<file path="src/upf_pkg.sv">
// Constants and carrier types for the parallel FIFO port
// Operation
// - Drive receive byte while read strobe low
// - Read strobe rise: release bus, advance
// - Write strobe fall: sample byte, append
// - Flush transmit data within timeout
// - Timeout programmable 1 to 255 ms
// - Space flag low: write strobe accepted
// - Flags float during reset
// - Receive flag low while byte waits
// - Receive flag high once buffer empty
// - Wake option in suspend: receive pin input
// - Power enable low configured, high suspended
package upf_pkg;
	// ----------------------------------------
	// Sizes and timing
	// ----------------------------------------
	localparam int RX_DEPTH = 256;
	localparam int TX_DEPTH = 128;
	localparam int CLK_HZ = 20000000;
	localparam int MS_CYCLES = CLK_HZ / 1000;
	localparam logic [7:0] FLUSH_MS_RST = 8'h10;
	localparam logic [7:0] FLUSH_MS_MIN = 8'h01;
	localparam logic [7:0] BYTE_RST = 8'h00;

	// ----------------------------------------
	// Carrier types
	// ----------------------------------------
	typedef struct packed {
		logic valid;
		logic [7:0] data;
	} upf_byte_t;

	typedef struct packed {
		logic [7:0] out;
		logic oe;
	} upf_bus_t;
endpackage

</file>
<file path="src/upf_fifo.sv">
// Byte FIFO with valid/ready on both sides
`timescale 1ns/1ps
module upf_fifo #(
	parameter int DEPTH = 256
) (
	input wire logic i_clk,
	input wire logic i_rst_b,
	input wire upf_pkg::upf_byte_t i_wr,
	output logic o_wr_ready,
	output upf_pkg::upf_byte_t o_rd,
	input wire logic i_rd_ready,
	output logic [$clog2(DEPTH):0] o_count
);
	localparam int AW = $clog2(DEPTH);
	logic [7:0] mem [DEPTH];
	logic [AW-1:0] wp_q, wp_d, rp_q, rp_d;
	logic [AW:0] cnt_q, cnt_d;
	logic push, pop;

	// ----------------------------------------
	// Pointers
	// ----------------------------------------
	always_comb begin
		push = i_wr.valid && (cnt_q != (AW+1)'(DEPTH));
		pop = i_rd_ready && (cnt_q != '0);
		wp_d = push ? wp_q + 1'b1 : wp_q;
		rp_d = pop ? rp_q + 1'b1 : rp_q;
		cnt_d = cnt_q + (AW+1)'(push) - (AW+1)'(pop);
	end

	always_ff @(posedge i_clk or negedge i_rst_b) begin
		if (!i_rst_b) begin
			wp_q <= '0;
			rp_q <= '0;
			cnt_q <= '0;
		end else begin
			wp_q <= wp_d;
			rp_q <= rp_d;
			cnt_q <= cnt_d;
		end
	end

	// No reset on storage; the count guards stale words
	always_ff @(posedge i_clk) begin
		if (push) begin
			mem[wp_q] <= i_wr.data;
		end
	end

	assign o_wr_ready = cnt_q != (AW+1)'(DEPTH);
	assign o_rd.valid = cnt_q != '0;
	assign o_rd.data = mem[rp_q];
	assign o_count = cnt_q;
endmodule // upf_fifo

</file>
<file path="src/upf_port.sv">
// Parallel FIFO host port top
`timescale 1ns/1ps
module upf_port (
	input wire logic I_CLK,
	input wire logic I_RST_B,
	input wire logic I_READ_STROBE_N,
	input wire logic I_WRITE_STROBE,
	input wire logic [7:0] I_DATA,
	output logic [7:0] O_DATA,
	output logic O_DATA_OE,
	output logic O_RX_AVAIL_N,
	output logic O_RX_AVAIL_N_OE,
	input wire logic I_RX_AVAIL_N,
	output logic O_WAKE_REQ,
	output logic O_TX_SPACE_N,
	output logic O_TX_SPACE_N_OE,
	input wire logic I_USB_CONFIGURED,
	input wire logic I_USB_SUSPEND,
	input wire logic I_HOST_WAKE_EN,
	input wire logic [7:0] I_FLUSH_MS,
	output logic O_POWER_ENABLE_N,
	input wire upf_pkg::upf_byte_t I_RX_USB,
	output logic O_RX_USB_READY,
	output upf_pkg::upf_byte_t O_TX_USB,
	input wire logic I_TX_USB_READY
);
	localparam int MSW = $clog2(upf_pkg::MS_CYCLES);

	// ----------------------------------------
	// Pin synchronisers
	// ----------------------------------------
	logic [2:0] rd_s1_q, rd_s2_q, wr_s1_q, wr_s2_q, wk_s1_q, wk_s2_q;
	logic rd_prev_q, wr_prev_q, wk_prev_q;
	logic [7:0] dat_s1_q, dat_s2_q;
	logic rd_n, wr, wk;
	always_ff @(posedge I_CLK or negedge I_RST_B) begin
		if (!I_RST_B) begin
			rd_s1_q <= 3'h7;
			rd_s2_q <= 3'h7;
			wr_s1_q <= 3'h0;
			wr_s2_q <= 3'h0;
			wk_s1_q <= 3'h7;
			wk_s2_q <= 3'h7;
			dat_s1_q <= upf_pkg::BYTE_RST;
			dat_s2_q <= upf_pkg::BYTE_RST;
			rd_prev_q <= 1'b1;
			wr_prev_q <= 1'b0;
			wk_prev_q <= 1'b1;
		end else begin
			rd_s1_q <= {2'h0, I_READ_STROBE_N};
			rd_s2_q <= rd_s1_q;
			wr_s1_q <= {2'h0, I_WRITE_STROBE};
			wr_s2_q <= wr_s1_q;
			wk_s1_q <= {2'h0, I_RX_AVAIL_N};
			wk_s2_q <= wk_s1_q;
			dat_s1_q <= I_DATA;
			dat_s2_q <= dat_s1_q;
			rd_prev_q <= rd_n;
			wr_prev_q <= wr;
			wk_prev_q <= wk;
		end
	end
	assign rd_n = rd_s2_q[0];
	assign wr = wr_s2_q[0];
	assign wk = wk_s2_q[0];

	// ----------------------------------------
	// Buffers
	// ----------------------------------------
	upf_pkg::upf_byte_t rx_head, tx_in, tx_head;
	logic rx_pop, tx_ready, tx_pop;
	logic [8:0] rx_cnt;
	logic [7:0] tx_cnt;

	upf_fifo #(.DEPTH(upf_pkg::RX_DEPTH)) u_rx (
		.i_clk(I_CLK),
		.i_rst_b(I_RST_B),
		.i_wr(I_RX_USB),
		.o_wr_ready(O_RX_USB_READY),
		.o_rd(rx_head),
		.i_rd_ready(rx_pop),
		.o_count(rx_cnt)
	);

	// Strobe fall appends the sampled byte
	always_comb begin
		tx_in.valid = wr_prev_q && !wr;
		tx_in.data = dat_s2_q;
	end

	upf_fifo #(.DEPTH(upf_pkg::TX_DEPTH)) u_tx (
		.i_clk(I_CLK),
		.i_rst_b(I_RST_B),
		.i_wr(tx_in),
		.o_wr_ready(tx_ready),
		.o_rd(tx_head),
		.i_rd_ready(tx_pop),
		.o_count(tx_cnt)
	);

	// ----------------------------------------
	// Flush timer
	// ----------------------------------------
	// Held bytes leave when the timer expires or the buffer is full
	logic [MSW-1:0] tick_q, tick_d;
	logic [7:0] ms_q, ms_d, lim;
	logic flush_q, flush_d;
	always_comb begin
		lim = (I_FLUSH_MS < upf_pkg::FLUSH_MS_MIN) ?
			upf_pkg::FLUSH_MS_RST : I_FLUSH_MS;
		tick_d = tick_q;
		ms_d = ms_q;
		flush_d = flush_q;
		if (tx_cnt == 8'h00) begin
			tick_d = '0;
			ms_d = 8'h00;
			flush_d = 1'b0;
		end else if (!flush_q) begin
			// A full buffer cannot wait for the timer
			if (!tx_ready) begin
				flush_d = 1'b1;
			end
			if (tick_q == MSW'(upf_pkg::MS_CYCLES - 1)) begin
				tick_d = '0;
				ms_d = ms_q + 8'h01;
				// New count compared, so the send starts once the limit is reached
				if (ms_q + 8'h01 >= lim || !tx_ready) begin
					flush_d = 1'b1;
				end
			end else begin
				tick_d = tick_q + 1'b1;
			end
		end
		tx_pop = flush_q && I_TX_USB_READY && tx_head.valid;
	end
	always_ff @(posedge I_CLK or negedge I_RST_B) begin
		if (!I_RST_B) begin
			tick_q <= '0;
			ms_q <= 8'h00;
			flush_q <= 1'b0;
		end else begin
			tick_q <= tick_d;
			ms_q <= ms_d;
			flush_q <= flush_d;
		end
	end
	always_comb begin
		O_TX_USB.valid = flush_q && tx_head.valid;
		O_TX_USB.data = tx_head.data;
	end

	// ----------------------------------------
	// Pin outputs
	// ----------------------------------------
	upf_pkg::upf_bus_t bus_q, bus_d;
	logic rxf_q, rxf_d, rxf_oe_q, rxf_oe_d, txe_q, txe_d, txe_oe_q;
	logic txe_oe_d, pwr_q, pwr_d, wake_q, wake_d, suspend_in;
	always_comb begin
		suspend_in = I_HOST_WAKE_EN && pwr_q;
		rx_pop = rd_n && !rd_prev_q && rx_head.valid;
		bus_d.oe = !rd_n && rx_head.valid;
		bus_d.out = rx_head.data;
		// Byte hold during read: pop happens only on the rise
		rxf_d = !(rx_head.valid && !rx_pop);
		rxf_oe_d = !suspend_in;
		txe_d = !tx_ready;
		txe_oe_d = 1'b1;
		pwr_d = pwr_q;
		if (I_USB_SUSPEND) begin
			pwr_d = 1'b1;
		end else if (I_USB_CONFIGURED) begin
			pwr_d = 1'b0;
		end
		wake_d = suspend_in && wk_prev_q && !wk;
	end
	always_ff @(posedge I_CLK or negedge I_RST_B) begin
		if (!I_RST_B) begin
			bus_q <= '0;
			rxf_q <= 1'b1;
			rxf_oe_q <= 1'b0;
			txe_q <= 1'b1;
			txe_oe_q <= 1'b0;
			pwr_q <= 1'b1;
			wake_q <= 1'b0;
		end else begin
			bus_q <= bus_d;
			rxf_q <= rxf_d;
			rxf_oe_q <= rxf_oe_d;
			txe_q <= txe_d;
			txe_oe_q <= txe_oe_d;
			pwr_q <= pwr_d;
			wake_q <= wake_d;
		end
	end
	assign O_DATA = bus_q.out;
	assign O_DATA_OE = bus_q.oe;
	assign O_RX_AVAIL_N = rxf_q;
	assign O_RX_AVAIL_N_OE = rxf_oe_q;
	assign O_TX_SPACE_N = txe_q;
	assign O_TX_SPACE_N_OE = txe_oe_q;
	assign O_POWER_ENABLE_N = pwr_q;
	assign O_WAKE_REQ = wake_q;
endmodule // upf_port

</file>
<file path="config.mk">
export PLATFORM = sky130hd
export DESIGN_NAME = upf_port
export DESIGN_NICKNAME = d
export VERILOG_FILES = /design/src/upf_pkg.sv /design/src/upf_fifo.sv /design/src/upf_port.sv
export SDC_FILE = /design/constraint.sdc
export NUM_CORES = 2
export LEC_CHECK = 0
export ABC_CLOCK_PERIOD_IN_PS = 7200
export BUFFER_PORTS_ARGS = -buffer_cell sky130_fd_sc_hd__buf_2
export CAP_MARGIN = 20
export CORE_MARGIN = 4
export CORE_UTILIZATION = 55
export DETAILED_ROUTE_END_ITERATION = 10
export GPL_ROUTABILITY_DRIVEN = 0
export GPL_TIMING_DRIVEN = 0
export PLACE_DENSITY = 0.71
export SYNTH_ARGS = -nofsm -noshare
export SYNTH_HDL_FRONTEND = slang
export SYNTH_SLANG_ARGS = --single-unit
</file>
<file path="constraint.sdc">
create_clock -name I_CLK -period 7.2 [get_ports I_CLK]
set_clock_uncertainty 0.1 [all_clocks]
set_input_delay 0.72 -clock I_CLK [delete_from_list [all_inputs] [get_ports I_CLK]]
set_output_delay 0.72 -clock I_CLK [all_outputs]
set_load 0.01 [all_outputs]
</file>
==> results.ini <==
[cells_and_area]
regArea_um2=95070
stdcell_area_um2=139800
fin_nets=6404
multi_input_area_um2=27040
fillers=14810
area.growth.synth_to_final_pct=13.02
post-route-util_pct=62.72
drive_above_1_share_pct=24.15

[worst_hold_path]
hp-class=input pin to register

[floorplan]
start_util_pct=55.50
die_x_um=482.3
fp-row-count=173
die_h_um=482.3
core_area_um2=223000
die_area_um2=232600
io_pins=59

[drt]
wl_per_cell_um=41.92
detail-route-antenna-nets=0
drcViolationCount=0
drtIter0Drc=13688
via_count=68950
vias_per_cell=7.200
dr.pass1.iters=8
wirelength_um=401400

[timing]
fin_tns_setup_ns=0
fin_crit_ns=6.496
finalSetupViolCount=0
rsz0062_at_grt=no
timing.final.max_slew_violations=0
fin_crit_sh_pct=90.22
setup_slack_ns=0.7041
relSlewSlack_pct=5.738
worst_slew_pin_slew_ns=1.414
final-hold-violation-count=0
max_freq_mhz=153.9

[clock_network]
post_cts_buffers=0
hold_buffers=15
cts_sinks=3183
cts_root_buf=clkbuf_16
htree_num_levels=5
clk_pin_slew_ns=0.06
clk_path_buf_depth=4
insertion_delay_ns=0.99
cts_tree=done
tritoncts.num_buffers=329
cts-resized-gates=0

[grt]
grt_max_degree=150
grt_pass1_vias=65683
grt_overflow_total=0
grt_usage_pct=34.75
grt_pass1_wl_um=545200
antenna_found_initial=35

[synth]
synth_seq_cells=3183
synthTopCellsByCount=edfxtp_1 (3072), mux4_2 (780), nor2_1 (456), mux2i_1 (198), clkbuf_1 (177)
synthesis.nets=5925
synthTopCellsByArea=edfxtp_1 (75%), mux4_2 (14%), dfrtp_1 (2.1%), mux2i_1 (1.6%), nor2_1 (1.4%)
yosysTopAreaCell=edfxtp_1
synth_edf_count=3072
synth_cells=5848
synthFlopType=edfxtp_1
yosysWarnings=0
synth.distinct_cells=71
ys_async_sr_fraction_pct=3.487
synth.most_common_cell=edfxtp_1
yosysSeqAreaShare_pct=76.81
synth_top_area_share_pct=74.55
synth_area_per_cell_um2=21.16
syn-cell-area_um2=123700

[pwr]
p_leak_nw=44.33
peakVddDrop_v=0.0003117
powerDensity_nw_per_um2=410.8
p_total_mw=57.45

[run]
drv_cap=0

[place]
place_hpwl_um=255700
port_buffers=58
dpl_worst_slack_ns=1.800
placed_area_um2=129300

[setup_path]
slowest_stage=a311oi_1
cp.required_ns=7.83
startpoint_type=register
crit_type=register to register
end_kind=register
crit_chain=buf_2, clkbuf_2, nor2_1, buf_6, clkbuf_1, clkbuf_1, buf_16, a211oi_1, buf_4, a311oi_1, o32ai_1, a311oi_1
arrival_ns=7.13
critPathMaxFanout=10
crit_path_max_incr_delay_ns=1.07

[run_status]
outcome=completed

[report_power, final]
part           internal (mW)  switching, mW
logic                   6.59           13.5
clock network           9.47           7.08
registers               20.6          0.181
total                   36.7           20.7
[metrics by stage]
stage	hold slack [ns]	instances
6_report	0.07103	9576
5_1_grt	0.06277	9545
4_1_cts	0.01169	9535
3_5_place_dp	0.2355	8949
3_3_place_gp	0.2328	8881
2_1_floorplan	0.2312	5848
[cell type report]
class	count	area share [%]
Timing Repair Buffer	148	1.385
Sequential cell	3183	67.98
Buffer	329	1.142
Antenna cell	34	0.06084
Multi-Input combinational cell	2295	19.33
Clock buffer	411	6.286
Tap cell	2975	2.662
Clock inverter	160	1.041
Inverter	41	0.1100
[cells by family after synthesis]
| group | synth area share, % |
|---|---|
| AO/OA/AOI/OAI | 2.404 |
| buffers and inverters | 1.351 |
| adder cells (fa/ha/maj) | 0.4469 |
| other | 0.003031 |
| AND/OR/NAND/NOR | 2.691 |
| flip-flops | 76.81 |
| XOR/XNOR | 0.3893 |
| multiplexers | 15.91 |
[sequential cells by signal (all words and copies together) (netlist names), 7 cells and up]
name	cells
u_rx.mem	2048
O_DATA	8
tick_q	15
u_tx.rp_q	7
u_tx.wp_q	7
ms_q	8
u_rx.wp_q	8
u_rx.rp_q	8
dat_s2_q	8
dat_s1_q	8
u_tx.o_count	8
u_tx.mem	1024
u_rx.o_count	9
[worst max-delay path, delay by kind of cell, from the launching register on]
family	cells	cell delay [ns]
and+or+nand+nor	1	0.42
DFF	1	0.40
AOI/OAI and AO/OA	4	2.36
buffers and inverters	7	2.95
[layer usage]
| layer | vias up | share of wire (%) | global-route usage, % | wire length (µm) |
|---|---|---|---|---|
| li1 | 25279 | - | - | - |
| met2 | 6787 | 44 | 49.70 | 175000 |
| met1 | 35257 | 32 | 43.26 | 129500 |
| met3 | 1619 | 16 | 15.98 | 64060 |
| met4 | 8 | 8.1 | 21.97 | 32720 |
| met5 | - | 0.029 | 0 | 115 |
[worst paths after layout]
kind                                     startpoint  slack, ns                         end  cells past startpoint
max                        u_rx.rp_q[2]$_DFFE_PN0P_       0.70         O_DATA[3]$_DFF_PN0_                     12
min                                     I_RX_USB[7]       0.07  u_rx.mem[167][7]$_DFFE_PP_                      1
max reg2reg                u_rx.rp_q[2]$_DFFE_PN0P_       0.70         O_DATA[3]$_DFF_PN0_                     12
min reg2reg                    wk_s1_q[0]$_DFF_PN1_       0.25        wk_s2_q[0]$_DFF_PN1_                      0
max in group asynchronous                   I_RST_B       5.98      O_TX_SPACE_N$_DFF_PN1_                      3
min in group asynchronous                   I_RST_B       0.22    u_rx.wp_q[1]$_DFFE_PN0P_                      2
[placed cells by master (no fill, tap or decap), types with 23 or more instances in the layout]
| cell | netlist | layout |
|---|---|---|
| buf_4 | 44 | 47 |
| edfxtp_1 | 3072 | 3072 |
| xnor2_1 | 30 | 30 |
| mux4_2 | 780 | 780 |
| nor2_1 | 456 | 455 |
| buf_16 | 0 | 29 |
| xor2_1 | 25 | 25 |
| a221oi_1 | 38 | 38 |
| a21oi_1 | 116 | 116 |
| o21ai_0 | 41 | 41 |
| clkbuf_16 | 0 | 337 |
| inv_1 | 38 | 38 |
| mux2i_1 | 198 | 198 |
| dfrtp_1 | 102 | 94 |
| ha_1 | 41 | 41 |
| buf_8 | 0 | 38 |
| clkbuf_2 | 0 | 51 |
| diode_2 | 0 | 34 |
| a22oi_1 | 62 | 62 |
| clkbuf_1 | 177 | 194 |
| bufinv_16 | 0 | 23 |
| nand3_1 | 49 | 49 |
| nand2_1 | 140 | 140 |
| clkinv_2 | 0 | 48 |
| o22ai_1 | 23 | 23 |
| clkinv_1 | 1 | 58 |
| a211oi_1 | 23 | 23 |
| o221ai_1 | 33 | 33 |
| nor2b_1 | 33 | 33 |
| buf_2 | 70 | 135 |
Power figures use the tool's default switching activity.
